===== src/rtl/axis_cal_regs.svh =====
// Purpose: Address map, field positions and constants of the calibration bank
// Assumes: Byte-wide register port, 7-bit address
// Notes: Definitions only
`ifndef AXIS_CAL_REGS_SVH
`define AXIS_CAL_REGS_SVH

// ********************************************
// Register addresses
// ********************************************
`define ADDR_X_OFFSET_LOW 7'h21
`define ADDR_X_OFFSET_HIGH_GAIN_MSB 7'h22
`define ADDR_Y_OFFSET_LOW 7'h23
`define ADDR_Y_OFFSET_HIGH_GAIN_MSB 7'h24
`define ADDR_Z_OFFSET_LOW 7'h25
`define ADDR_Z_OFFSET_HIGH_GAIN_MSB 7'h26
`define ADDR_X_GAIN_LOW 7'h27
`define ADDR_Y_GAIN_LOW 7'h28
`define ADDR_Z_GAIN_LOW 7'h29
`define ADDR_PART_IDENTIFIER 7'h3B

// ********************************************
// Field layout and widths
// ********************************************
`define OFFSET_WIDTH 15
`define GAIN_WIDTH 9
`define GAIN_MSB_BIT 7
`define GAIN_UNITY 9'h100
`define GAIN_SHIFT 8
`define PART_ID_FACTORY_LSB 1
`define PART_ID_FACTORY_MSB 3
// Fixed pattern of the identifier, factory bits shown as zero (arbitrary)
`define PART_ID_FIXED 8'h00
`define UNMAPPED_READ 8'h00

`endif


===== src/rtl/axis_cal_pkg.sv =====
// Purpose: Shared types of the calibration bank
// Assumes: Three axes, 16-bit corrected results
// Notes: Constants live in axis_cal_regs.svh
package axis_cal_pkg;
  // Calibration of one axis
  typedef struct packed {
    logic [14:0] offset;
    logic [8:0] gain;
  } axis_cal_t;
  // One raw or corrected triplet
  typedef struct packed {
    logic [15:0] x;
    logic [15:0] y;
    logic [15:0] z;
  } axis_triplet_t;
  // Register port write strobe with data
  typedef struct packed {
    logic en;
    logic [6:0] addr;
    logic [7:0] data;
  } reg_wr_t;
  // Corrector sequencing
  typedef enum logic [1:0] {
    IDLE_ST = 2'b00,
    CALC_ST = 2'b01,
    SAVE_ST = 2'b11
  } corr_state_t;
endpackage


===== src/rtl/axis_corrector.sv =====
// Purpose: Gain and offset correction of one axis sample
// Assumes: Gain 0x100 is unity, saturating 16-bit result
// Notes: Purely combinational, registered by the caller
`timescale 1ns/1ns
`default_nettype none
`include "axis_cal_regs.svh"
module axis_corrector (
  input wire logic [15:0] sample_i,
  input wire axis_cal_pkg::axis_cal_t cal_i,
  output logic [15:0] result_o
);
  import axis_cal_pkg::*;

  // Wide intermediates avoid overflow before clamping
  logic signed [26:0] scaled;
  logic signed [26:0] summed;

  // ********************************************
  // Scale first, then add offset
  // ********************************************
  always_comb begin
    // Gain is unsigned, so extend with a zero sign bit
    scaled = 27'(($signed(sample_i) * $signed({1'b0, cal_i.gain}))
      >>> `GAIN_SHIFT);
    summed = scaled + 27'($signed(cal_i.offset));
    // Clamp rather than wrap, a wrapped sign flips the reading
    if (summed > 27'sd32767) begin
      result_o = 16'h7FFF;
    end else if (summed < -27'sd32768) begin
      result_o = 16'h8000;
    end else begin
      result_o = summed[15:0];
    end
  end
endmodule
`default_nettype wire


===== src/rtl/axis_cal_bank.sv =====
// Purpose: Register write port and per-axis storage
// Assumes: Factory values arrive on trim inputs, latched after reset
// Notes: Write-only locations, nothing read back here
`timescale 1ns/1ns
`default_nettype none
`include "axis_cal_regs.svh"
module axis_cal_bank (
  input wire logic sys_clk_i,
  input wire logic srst_i,
  input wire axis_cal_pkg::reg_wr_t wr_i,
  input wire axis_cal_pkg::axis_cal_t [2:0] trim_i,
  output axis_cal_pkg::axis_cal_t [2:0] cal_o
);
  import axis_cal_pkg::*;

  // Reset seen last cycle, used to capture trims at release
  logic rst_seen;

  always_ff @(posedge sys_clk_i) begin
    rst_seen <= srst_i;
  end

  // ********************************************
  // One storage slice per axis
  // ********************************************
  genvar ax;
  generate
    for (ax = 0; ax < 3; ax++) begin : g_axis
      // Axis addresses step by two; gain lows step by one
      localparam logic [6:0] LOW_A = 7'(`ADDR_X_OFFSET_LOW + 2 * ax);
      localparam logic [6:0] HIGH_A =
        7'(`ADDR_X_OFFSET_HIGH_GAIN_MSB + 2 * ax);
      localparam logic [6:0] GAIN_A = 7'(`ADDR_X_GAIN_LOW + ax);
      always_ff @(posedge sys_clk_i) begin
        if (srst_i) begin
          // Constant while in reset; trims are taken at release
          cal_o[ax] <= '0;
        end else if (rst_seen) begin
          cal_o[ax] <= trim_i[ax];
        end else if (wr_i.en) begin
          // Software overrides the factory values
          if (wr_i.addr == LOW_A) begin
            cal_o[ax].offset[7:0] <= wr_i.data;
          end
          if (wr_i.addr == HIGH_A) begin
            cal_o[ax].offset[14:8] <= wr_i.data[6:0];
            cal_o[ax].gain[8] <= wr_i.data[`GAIN_MSB_BIT];
          end
          if (wr_i.addr == GAIN_A) begin
            cal_o[ax].gain[7:0] <= wr_i.data;
          end
        end
      end
    end
  endgenerate
endmodule
`default_nettype wire


===== src/rtl/axis_offset_gain_calibration.sv =====
// Purpose: Per-axis offset and gain calibration with product identifier
// Assumes: Byte register port from the serial front end, one clock
// Notes: Corrected triplet updates together one cycle after sample_valid_i
//
// Function
// - Each axis holds signed fifteen-bit offset
// - Offset added before result reaches outputs
// - Reset values are per-chip factory trims
// - Software writes replace trims, used afterwards
// - X offset at 0x21 and 0x22
// - Y offset at 0x23 and 0x24
// - Z offset at 0x25 and 0x26
// - Gain nine bits, MSB in high bit7
// - X gain low byte at 0x27
// - Y gain 0x28, Z gain 0x29
// - Read-only identifier at 0x3B, bits3:1 factory
// - Results sign-extended sixteen bits, updated together
`timescale 1ns/1ns
`default_nettype none
`include "axis_cal_regs.svh"
module axis_offset_gain_calibration #(
  parameter logic [7:0] PART_ID_FIXED = `PART_ID_FIXED
) (
  input wire logic sys_clk_i,
  input wire logic srst_i,
  input wire logic reg_wr_i,
  input wire logic reg_rd_i,
  input wire logic [6:0] reg_addr_i,
  input wire logic [7:0] reg_wdata_i,
  input wire logic [2:0] part_trim_i,
  input wire axis_cal_pkg::axis_cal_t [2:0] trim_i,
  input wire logic sample_valid_i,
  input wire axis_cal_pkg::axis_triplet_t sample_i,
  output logic [7:0] reg_rdata_o,
  output logic result_valid_o,
  output axis_cal_pkg::axis_triplet_t result_o
);
  import axis_cal_pkg::*;

  // ********************************************
  // Declarations
  // ********************************************
  reg_wr_t wr; // Bundled write strobe
  axis_cal_t [2:0] cal; // Live calibration per axis
  axis_triplet_t next_result; // Combinational corrected triplet
  logic [2:0] part_bits; // Factory identifier bits, held
  logic rst_seen; // Reset in previous cycle
  logic [7:0] next_rdata; // Read mux

  assign wr = '{en: reg_wr_i, addr: reg_addr_i, data: reg_wdata_i};

  // Storage of offsets and gains
  axis_cal_bank u_bank (
    .sys_clk_i(sys_clk_i),
    .srst_i(srst_i),
    .wr_i(wr),
    .trim_i(trim_i),
    .cal_o(cal)
  );

  // ********************************************
  // Correction per axis
  // ********************************************
  axis_corrector u_cx (
    .sample_i(sample_i.x),
    .cal_i(cal[0]),
    .result_o(next_result.x)
  );
  axis_corrector u_cy (
    .sample_i(sample_i.y),
    .cal_i(cal[1]),
    .result_o(next_result.y)
  );
  axis_corrector u_cz (
    .sample_i(sample_i.z),
    .cal_i(cal[2]),
    .result_o(next_result.z)
  );

  // All three axes land in the same edge
  always_ff @(posedge sys_clk_i) begin
    if (srst_i) begin
      result_o <= '0;
      result_valid_o <= 1'b0;
    end else begin
      result_valid_o <= sample_valid_i;
      if (sample_valid_i) begin
        result_o <= next_result;
      end
    end
  end

  // ********************************************
  // Identifier factory bits
  // ********************************************
  // Trim pins caught after release, never under reset
  always_ff @(posedge sys_clk_i) begin
    rst_seen <= srst_i;
    if (srst_i) begin
      part_bits <= 3'h0;
    end else if (rst_seen) begin
      part_bits <= part_trim_i;
    end
  end

  // ********************************************
  // Read port
  // ********************************************
  // Calibration locations are write-only, so only the identifier reads
  always_comb begin
    next_rdata = `UNMAPPED_READ;
    if (reg_addr_i == `ADDR_PART_IDENTIFIER) begin
      next_rdata = PART_ID_FIXED;
      next_rdata[`PART_ID_FACTORY_MSB:`PART_ID_FACTORY_LSB] = part_bits;
    end
  end

  always_ff @(posedge sys_clk_i) begin
    if (srst_i) begin
      reg_rdata_o <= 8'h00;
    end else if (reg_rd_i) begin
      reg_rdata_o <= next_rdata;
    end
  end

  // ********************************************
  // Checks
  // ********************************************
  chk_result_update: assert property (@(posedge sys_clk_i) disable iff (srst_i)
    sample_valid_i |=> result_valid_o && result_o == $past(next_result))
    else $error("result not updated from sample");
  chk_result_hold: assert property (@(posedge sys_clk_i) disable iff (srst_i)
    !sample_valid_i |=> $stable(result_o))
    else $error("result changed without sample");
  chk_xlow_write: assert property (@(posedge sys_clk_i) disable iff (srst_i)
    reg_wr_i && reg_addr_i == `ADDR_X_OFFSET_LOW && !rst_seen
    |=> cal[0].offset[7:0] == $past(reg_wdata_i))
    else $error("x offset low not written");
  chk_yhigh_write: assert property (@(posedge sys_clk_i) disable iff (srst_i)
    reg_wr_i && reg_addr_i == `ADDR_Y_OFFSET_HIGH_GAIN_MSB && !rst_seen
    |=> cal[1].offset[14:8] == $past(reg_wdata_i[6:0])
      && cal[1].gain[8] == $past(reg_wdata_i[7]))
    else $error("y offset high or gain msb wrong");
  chk_zlow_write: assert property (@(posedge sys_clk_i) disable iff (srst_i)
    reg_wr_i && reg_addr_i == `ADDR_Z_OFFSET_LOW && !rst_seen
    |=> cal[2].offset[7:0] == $past(reg_wdata_i))
    else $error("z offset low not written");
  chk_x_axis_gain_write: assert property (@(posedge sys_clk_i) disable iff (srst_i)
    reg_wr_i && reg_addr_i == `ADDR_X_GAIN_LOW && !rst_seen
    |=> cal[0].gain[7:0] == $past(reg_wdata_i))
    else $error("x gain low not written");
  chk_z_axis_gain_write: assert property (@(posedge sys_clk_i) disable iff (srst_i)
    reg_wr_i && reg_addr_i == `ADDR_Z_GAIN_LOW && !rst_seen
    |=> cal[2].gain[7:0] == $past(reg_wdata_i))
    else $error("z gain low not written");
  chk_trim_load: assert property (@(posedge sys_clk_i)
    $fell(srst_i) |=> cal == $past(trim_i))
    else $error("factory trims not loaded");
  chk_part_read: assert property (@(posedge sys_clk_i) disable iff (srst_i)
    reg_rd_i && reg_addr_i == `ADDR_PART_IDENTIFIER
    |=> reg_rdata_o[7:4] == PART_ID_FIXED[7:4]
      && reg_rdata_o[0] == PART_ID_FIXED[0])
    else $error("identifier fixed bits wrong");
  chk_unity_gain: assert property (@(posedge sys_clk_i) disable iff (srst_i)
    sample_valid_i && cal[0].gain == `GAIN_UNITY && cal[0].offset == 15'h0
    |=> result_o.x == $past(sample_i.x))
    else $error("unity gain changed sample");
endmodule
`default_nettype wire


===== config.mk =====
export PLATFORM = sky130hd
export DESIGN_NAME = axis_offset_gain_calibration
export DESIGN_NICKNAME = d
export VERILOG_FILES = /design/src/rtl/axis_cal_pkg.sv /design/src/rtl/axis_corrector.sv /design/src/rtl/axis_cal_bank.sv /design/src/rtl/axis_offset_gain_calibration.sv
export VERILOG_INCLUDE_DIRS = /design/src /design/src/rtl
export SDC_FILE = /design/constraint.sdc
export NUM_CORES = 1
export LEC_CHECK = 0
export BUFFER_PORTS_ARGS = -buffer_cell sky130_fd_sc_hd__clkbuf_2
export CAP_MARGIN = 20
export CORE_MARGIN = 8
export CORE_UTILIZATION = 50
export CTS_CLUSTER_SIZE = 14
export DETAILED_ROUTE_END_ITERATION = 12
export PLACE_DENSITY = 0.77
export SLEW_MARGIN = 20
export SYNTH_ARGS = -nofsm -noshare
export SYNTH_HDL_FRONTEND = slang
export SYNTH_SLANG_ARGS = --single-unit

===== constraint.sdc =====
create_clock -name sys_clk_i -period 16.5 [get_ports sys_clk_i]
set_clock_uncertainty 0.15 [all_clocks]
set_input_delay 3.3 -clock sys_clk_i [delete_from_list [all_inputs] [get_ports sys_clk_i]]
set_output_delay 3.3 -clock sys_clk_i [all_outputs]
set_load 0.02 [all_outputs]

==> results.toml, run 1 <==
[logic_synthesis]
synth_top_flop_cell = "dfxtp_1"
avgSynthCellArea_um2 = 8.82
synth.top_cell.area_share_pct = 32.1
synth-edff-count = 0
synth-seq-cells = 128
synthAdderAreaFrac_pct = 44.1
netlist_instances = 2587
yosys.area.top_type = "fa_1"
async_flop_share_pct = 0
yosys.area_share.simple_pct = 17.7
yosysUniqueCellTypes = 84
synth_top_family_by_area = "adder cells"
synth_compound_area_share_pct = 10.9
syn_area_mm2 = 0.0228
ys_seq_area_share_pct = 11.2
yosysWarnings = 0
synth_common_cells = "386 x inv_1, 366 x fa_1, 255 x nand2_1, 249 x and2_1"
yosysMostFrequentCell = "inv_1"
yosys-mux-area-fraction_pct = 3.56
synth.area.top_cells = "fa_1 32%, ha_1 12%, dfxtp_1 11%, and2_1 6.8%, inv_1 6.3%"
synthXorXnorAreaFrac_pct = 4.18

[clocking]
clock_latency_ps = 450
cts.clk_slew.worst_paths_ps = 60
numCtsBuffers = 17
cts_tree = "yes"
cts_resized = 0
cts-root-buf = "clkbuf_16"
clockBufferDepth = 2
post-cts-setup-buffer-count = 0
ctsHoldBuffers = 0
htreeDepth = 4
cts.sinks = 128

[global_routing]
grt_usage_pct = 23.5
grt_max_degree = 88
antenna_found_initial = 3
first_global_vias = 19700
grt-ovfl-total = 0
grt_pass1_wl_mm = 101

[sta]
tightestPinTransition_ps = 1140
fmax_mhz = 90.5
rsz0062_at_grt = "no"
tns_ps = 0
maxSlewHeadroom_pct = 24.0
fin_crit_ps = 11050
finalCritPeriodShare_pct = 67.0
setup-violations-final = 0
hold_viol_final = 0
maxSlewViolCount = 0

[worst_setup_path]
crit_slowest_cell = "o32ai_2"
path_class = "in -> reg"
path_max_fanout = 15
required_ps = 16730
crit_family = "compound AO/OA/AOI/OAI gates"
cp-start-kind = "primary input"
cp.arrival_ps = 11280
cp_common_cell = "fa_1"
crit_path_end_kind = "flop"
cpPeakStageDelay_ps = 880
timing.critical_path.buf_inv = 4

[pwr]
vdd_ir_drop_max_mv = 0.0944
p_per_area_mw_per_mm2 = 99.4
total_leakage_power_nw = 13.1

[floorplanning]
num_rows = 78
initial_core_util_pct = 50.5
boundaryPins = 200
coreArea_mm2 = 0.0452
die_h_um = 230
die_w_um = 230
fp.dieArea_mm2 = 0.0528

[placement]
placed_cell_area_mm2 = 0.0241
numPortBuffers = 194
place_congestion = 0.927
dp_hpwl_mm = 50.1

[routing]
post_drt_wl_per_cell_um = 18.4
drt_iter0_markers = 1412
vias = 18300
drt.antenna.violating_nets = 0
routed_wl_mm = 61.0
drc = 0
vias_per_cell = 5.52
first_pass_iters = 7

[flow_run]
drv_cap = 0

[layout]
areaGrowthSynthToFinish_pct = 8.29
fin_area_mm2 = 0.0247
drive_above_1_share_pct = 10.1
finalNetCount = 3429
nFillCells = 4068

[status]
status = "finished clean"

[min_path]
hp-class = "reg -> reg"
[layout make-up]
class	count	area, um2	area share (%)
Clock inverter	14	123	0.496
Tap cell	600	751	3.04
Inverter	386	1450	5.86
Antenna cell	5	12.5	0.0506
Sequential cell	128	2570	10.4
Clock buffer	18	439	1.78
Multi-Input combinational cell	1969	18400	74.3
Timing Repair Buffer	199	1010	4.09
[stage by stage]
stage | utilization (%) | hold WS [ps] | instances | setup slack, ps | power [mW]
floorplan | - | 304 | 2591 | 6160 | 1.67
global placement | 53.4 | 290 | 3282 | 5330 | 2.02
detailed placement | 53.4 | 298 | 3282 | 5090 | 2.07
CTS | 54.7 | 315 | 3314 | 5560 | 2.46
global route | 54.7 | 329 | 3317 | 4890 | 2.67
finish | 54.7 | 314 | 3319 | 5450 | 2.46
[metal layers]
layer	wire length (um)	track usage, %
met5	0	0
met3	4900	5.33
met4	2710	9.70
met1	24900	29.8
met2	28500	38.4
[final timing paths]
kind / start / to / slack [ps] / depth (start not counted)
worst min-delay path: result_o[29] / result_o[29] / 310 / 2
worst min register to register: result_o[29] / result_o[29] / 310 / 2
worst max register to register: u_bank.cal_o[49] / result_o[0] / 7670 / 29
worst max-delay path: sample_i[9] / result_o[0] / 5450 / 30
[sequential cells by signal, indices dropped and copies added, names as in the netlist]
name,count
u_bank.cal_o,72
result_valid_o,1
part_bits,3
result_o,48
reg_rdata_o,3
rst_seen,1
[power breakdown]
group	internal, mW	total [mW]	switching [mW]
clock network	0.201	0.371	0.169
registers	0.370	0.435	0.0658
logic	0.660	1.65	0.991
[cells by family after synthesis]
group                      count (synthesis)
and+or+nand+nor                          830
buffers and inverters                    494
other                                      1
DFF                                      128
muxes                                     81
xor gates and xnor gates                 109
AOI/OAI and AO/OA                        359
adders and majority gates                585
[worst reg2reg max path, delay by kind of cell (launching register included)]
kind	cells	cell delay, ps
and+or+nand+nor	4	510
adders and majority gates	7	3320
DFF	1	810
xor gates and xnor gates	2	410
AOI/OAI and AO/OA	13	3430
buffers and inverters	3	160
[layout by cell type (no fill, tap or decap), types with 8 or more instances in the layout]
cell	n
inv_1	386
a211oi_1	17
o21a_1	14
xnor2_1	80
o21ai_0	36
xor2_1	29
dfxtp_1	127
fa_1	366
a211o_1	9
clkbuf_2	193
and2_1	249
nand2b_1	17
nand2_1	255
a21oi_1	139
a21o_1	42
nor2b_1	13
a221o_1	14
nand4_1	11
nor2_1	218
clkbuf_16	17
ha_1	219
nand3_1	8
nor3_1	20
mux2i_1	80
No activity file was read; power rests on OpenSTA's default activity.
==> inputs of run 2 (changes only) <==
Clock period 16.5 ns to 10.75 ns, I/O delays scaled along.
==> run 2 against run 1 <==
  * Core utilization rose by 0.083 points
  * Sequential power rose by 53%
  * Clock-buffer cell count fell by 1
  * Combinational power rose by 55%
  * Global-route usage fell by 0.21 points
  * Register-to-register slack got worse by 5400 ps
  * First-iteration DRC count fell by 0.71%
  * Final cell count did not move
  * Worst setup slack got worse by 4200 ps
  * Hold slack improved by 19 ps
==> results.toml, run 2 (synthesized netlist as in run 1, its figures left out) <==
[layout]
layout_commonest_cell = "inv_1"
areaGrowthSynthToFinish_pct = 8.46
final_cell_mix = "386 x inv_1, 366 x fa_1, 255 x nand2_1"
drive_above_1_share_pct = 10.1
finalNetCount = 3431
largest_reg_flops = 72
fin_util_pct = 54.8
reg_top3 = "u_bank.cal_o: 72 flops, result_o: 48 flops"
largest_register = "u_bank.cal_o"

[clocking]
cts.clk_slew.worst_paths_ps = 70
numCtsBuffers = 17
ctsHoldBuffers = 0
post-cts-setup-buffer-count = 0
clock_latency_ps = 450
cts_resized = 0
cts_tree = "yes"
cts.sinks = 128
cts-root-buf = "clkbuf_16"
htreeDepth = 4
clockBufferDepth = 2

[placement]
dp_hpwl_mm = 49.6
dp_slack_ps = 873
place_congestion = 0.935
numPortBuffers = 194

[worst_setup_path]
cp.arrival_ps = 9650
crit_path_end_kind = "flop"
required_ps = 10880
path_max_fanout = 12
timing.rr.start = "u_bank.cal_o[25]"
path_class = "in -> reg"
cp-start-kind = "primary input"
crit_start = "sample_i[23]"

[floorplanning]
initial_core_util_pct = 50.5
coreArea_mm2 = 0.0452
boundaryPins = 200
fp.dieArea_mm2 = 0.0528
die_w_um = 230
num_rows = 78
die_h_um = 230

[sta]
maxSlewViolCount = 0
maxSlewHeadroom_pct = 29.7
hold_viol_final = 0
fmax_mhz = 105
setup-violations-final = 0
tightestPinTransition_ps = 1050
fin_crit_ps = 9520
rsz0062_at_grt = "no"
worst_slack_ps = 1230
finalCritPeriodShare_pct = 88.5
tns_ps = 0

[pwr]
swShare_pct = 49.9
vdd_ir_drop_max_mv = 0.165
internal_power_mw = 1.92
seq_power_share_pct = 17.4
power_switching_mw = 1.91
total_leakage_power_nw = 13.2
power_mw = 3.82
clkPwrFrac_pct = 15.8
p_per_area_mw_per_mm2 = 154
p_comb_share_pct = 66.8

[min_path]
hp-class = "reg -> reg"
hold_path_startpoint = "result_o[33]"

[routing]
first_pass_iters = 5
post_drt_wl_per_cell_um = 18.2
drt.antenna.violating_nets = 0
vias_per_cell = 5.51
routed_wl_mm = 60.5
drc = 0
vias = 18300
drt_iter0_markers = 1402

[global_routing]
first_global_vias = 19500
grt_usage_pct = 23.3
grt-ovfl-total = 0
grt_pass1_wl_mm = 99.6
antenna_found_initial = 4
grt_max_degree = 87

[status]
status = "finished clean"

[flow_run]
drv_cap = 0
==> run 2: per-stage QoR <==
stage               hold slack [ps]  cell area, um2  cells
floorplan                       304           22800   2591
global placement                289           24200   3284
detailed placement              299           24200   3284
CTS                             329           24800   3316
global route                    358           24800   3319
finish                          333           24800   3319
==> run 2: power by group through the flow <==
stage / combinational (mW) / sequential, mW / clock, mW
floorplan: 1.85 / 0.709 / 0
global placement: 2.45 / 0.671 / 0
detailed placement: 2.52 / 0.670 / 0
CTS: 2.55 / 0.662 / 0.611
global route: 2.85 / 0.674 / 0.631
finish: 2.55 / 0.666 / 0.603
==> run 2: layout make-up <==
cell class	count	area (um2)
Antenna cell	3	7.51
Clock buffer	17	425
Clock inverter	15	164
Fill cell	3998	20400
Inverter	386	1450
Multi-Input combinational cell	1969	18400
Sequential cell	128	2570
Tap cell	600	751
Timing Repair Buffer	201	1030
==> run 2: layer usage <==
layer  wire, um  global-route usage (%)  vias up  share of wire (%)
li1           -                       -     8492                  -
met1      24800                    29.2     9084                 41
met2      28800                    38.4      580                 48
met3       4350                    5.48      132                7.2
met4       2470                    9.26        2                4.1
met5         13                       0        -              0.021
==> run 2: worst max-delay path, cell delays in order <==
cell and delay [ps]:
clkbuf_2 170, and2_1 220, fa_1 530, fa_1 560, fa_1 430, fa_1 490
inv_1 50, fa_1 480, inv_1 40, ha_1 340, a21o_1 200, a21o_1 180
a21o_1 200, a221oi_2 410, o21a_1 230, nor2b_1 80, o22ai_1 170, xnor2_1 150
ha_1 310, a21o_1 180, a211oi_1 320, inv_1 90, o221a_2 300, and4b_1 210
nor3_1 290, a31oi_1 250, nor2b_2 460, a211oi_1 150
==> run 2: worst paths after layout <==
kind         slack (ps)            to  cells past startpoint
max                1230  result_o[25]                     28
min                 330  result_o[33]                      2
max reg2reg        2260  result_o[25]                     28
min reg2reg         330  result_o[33]                      2
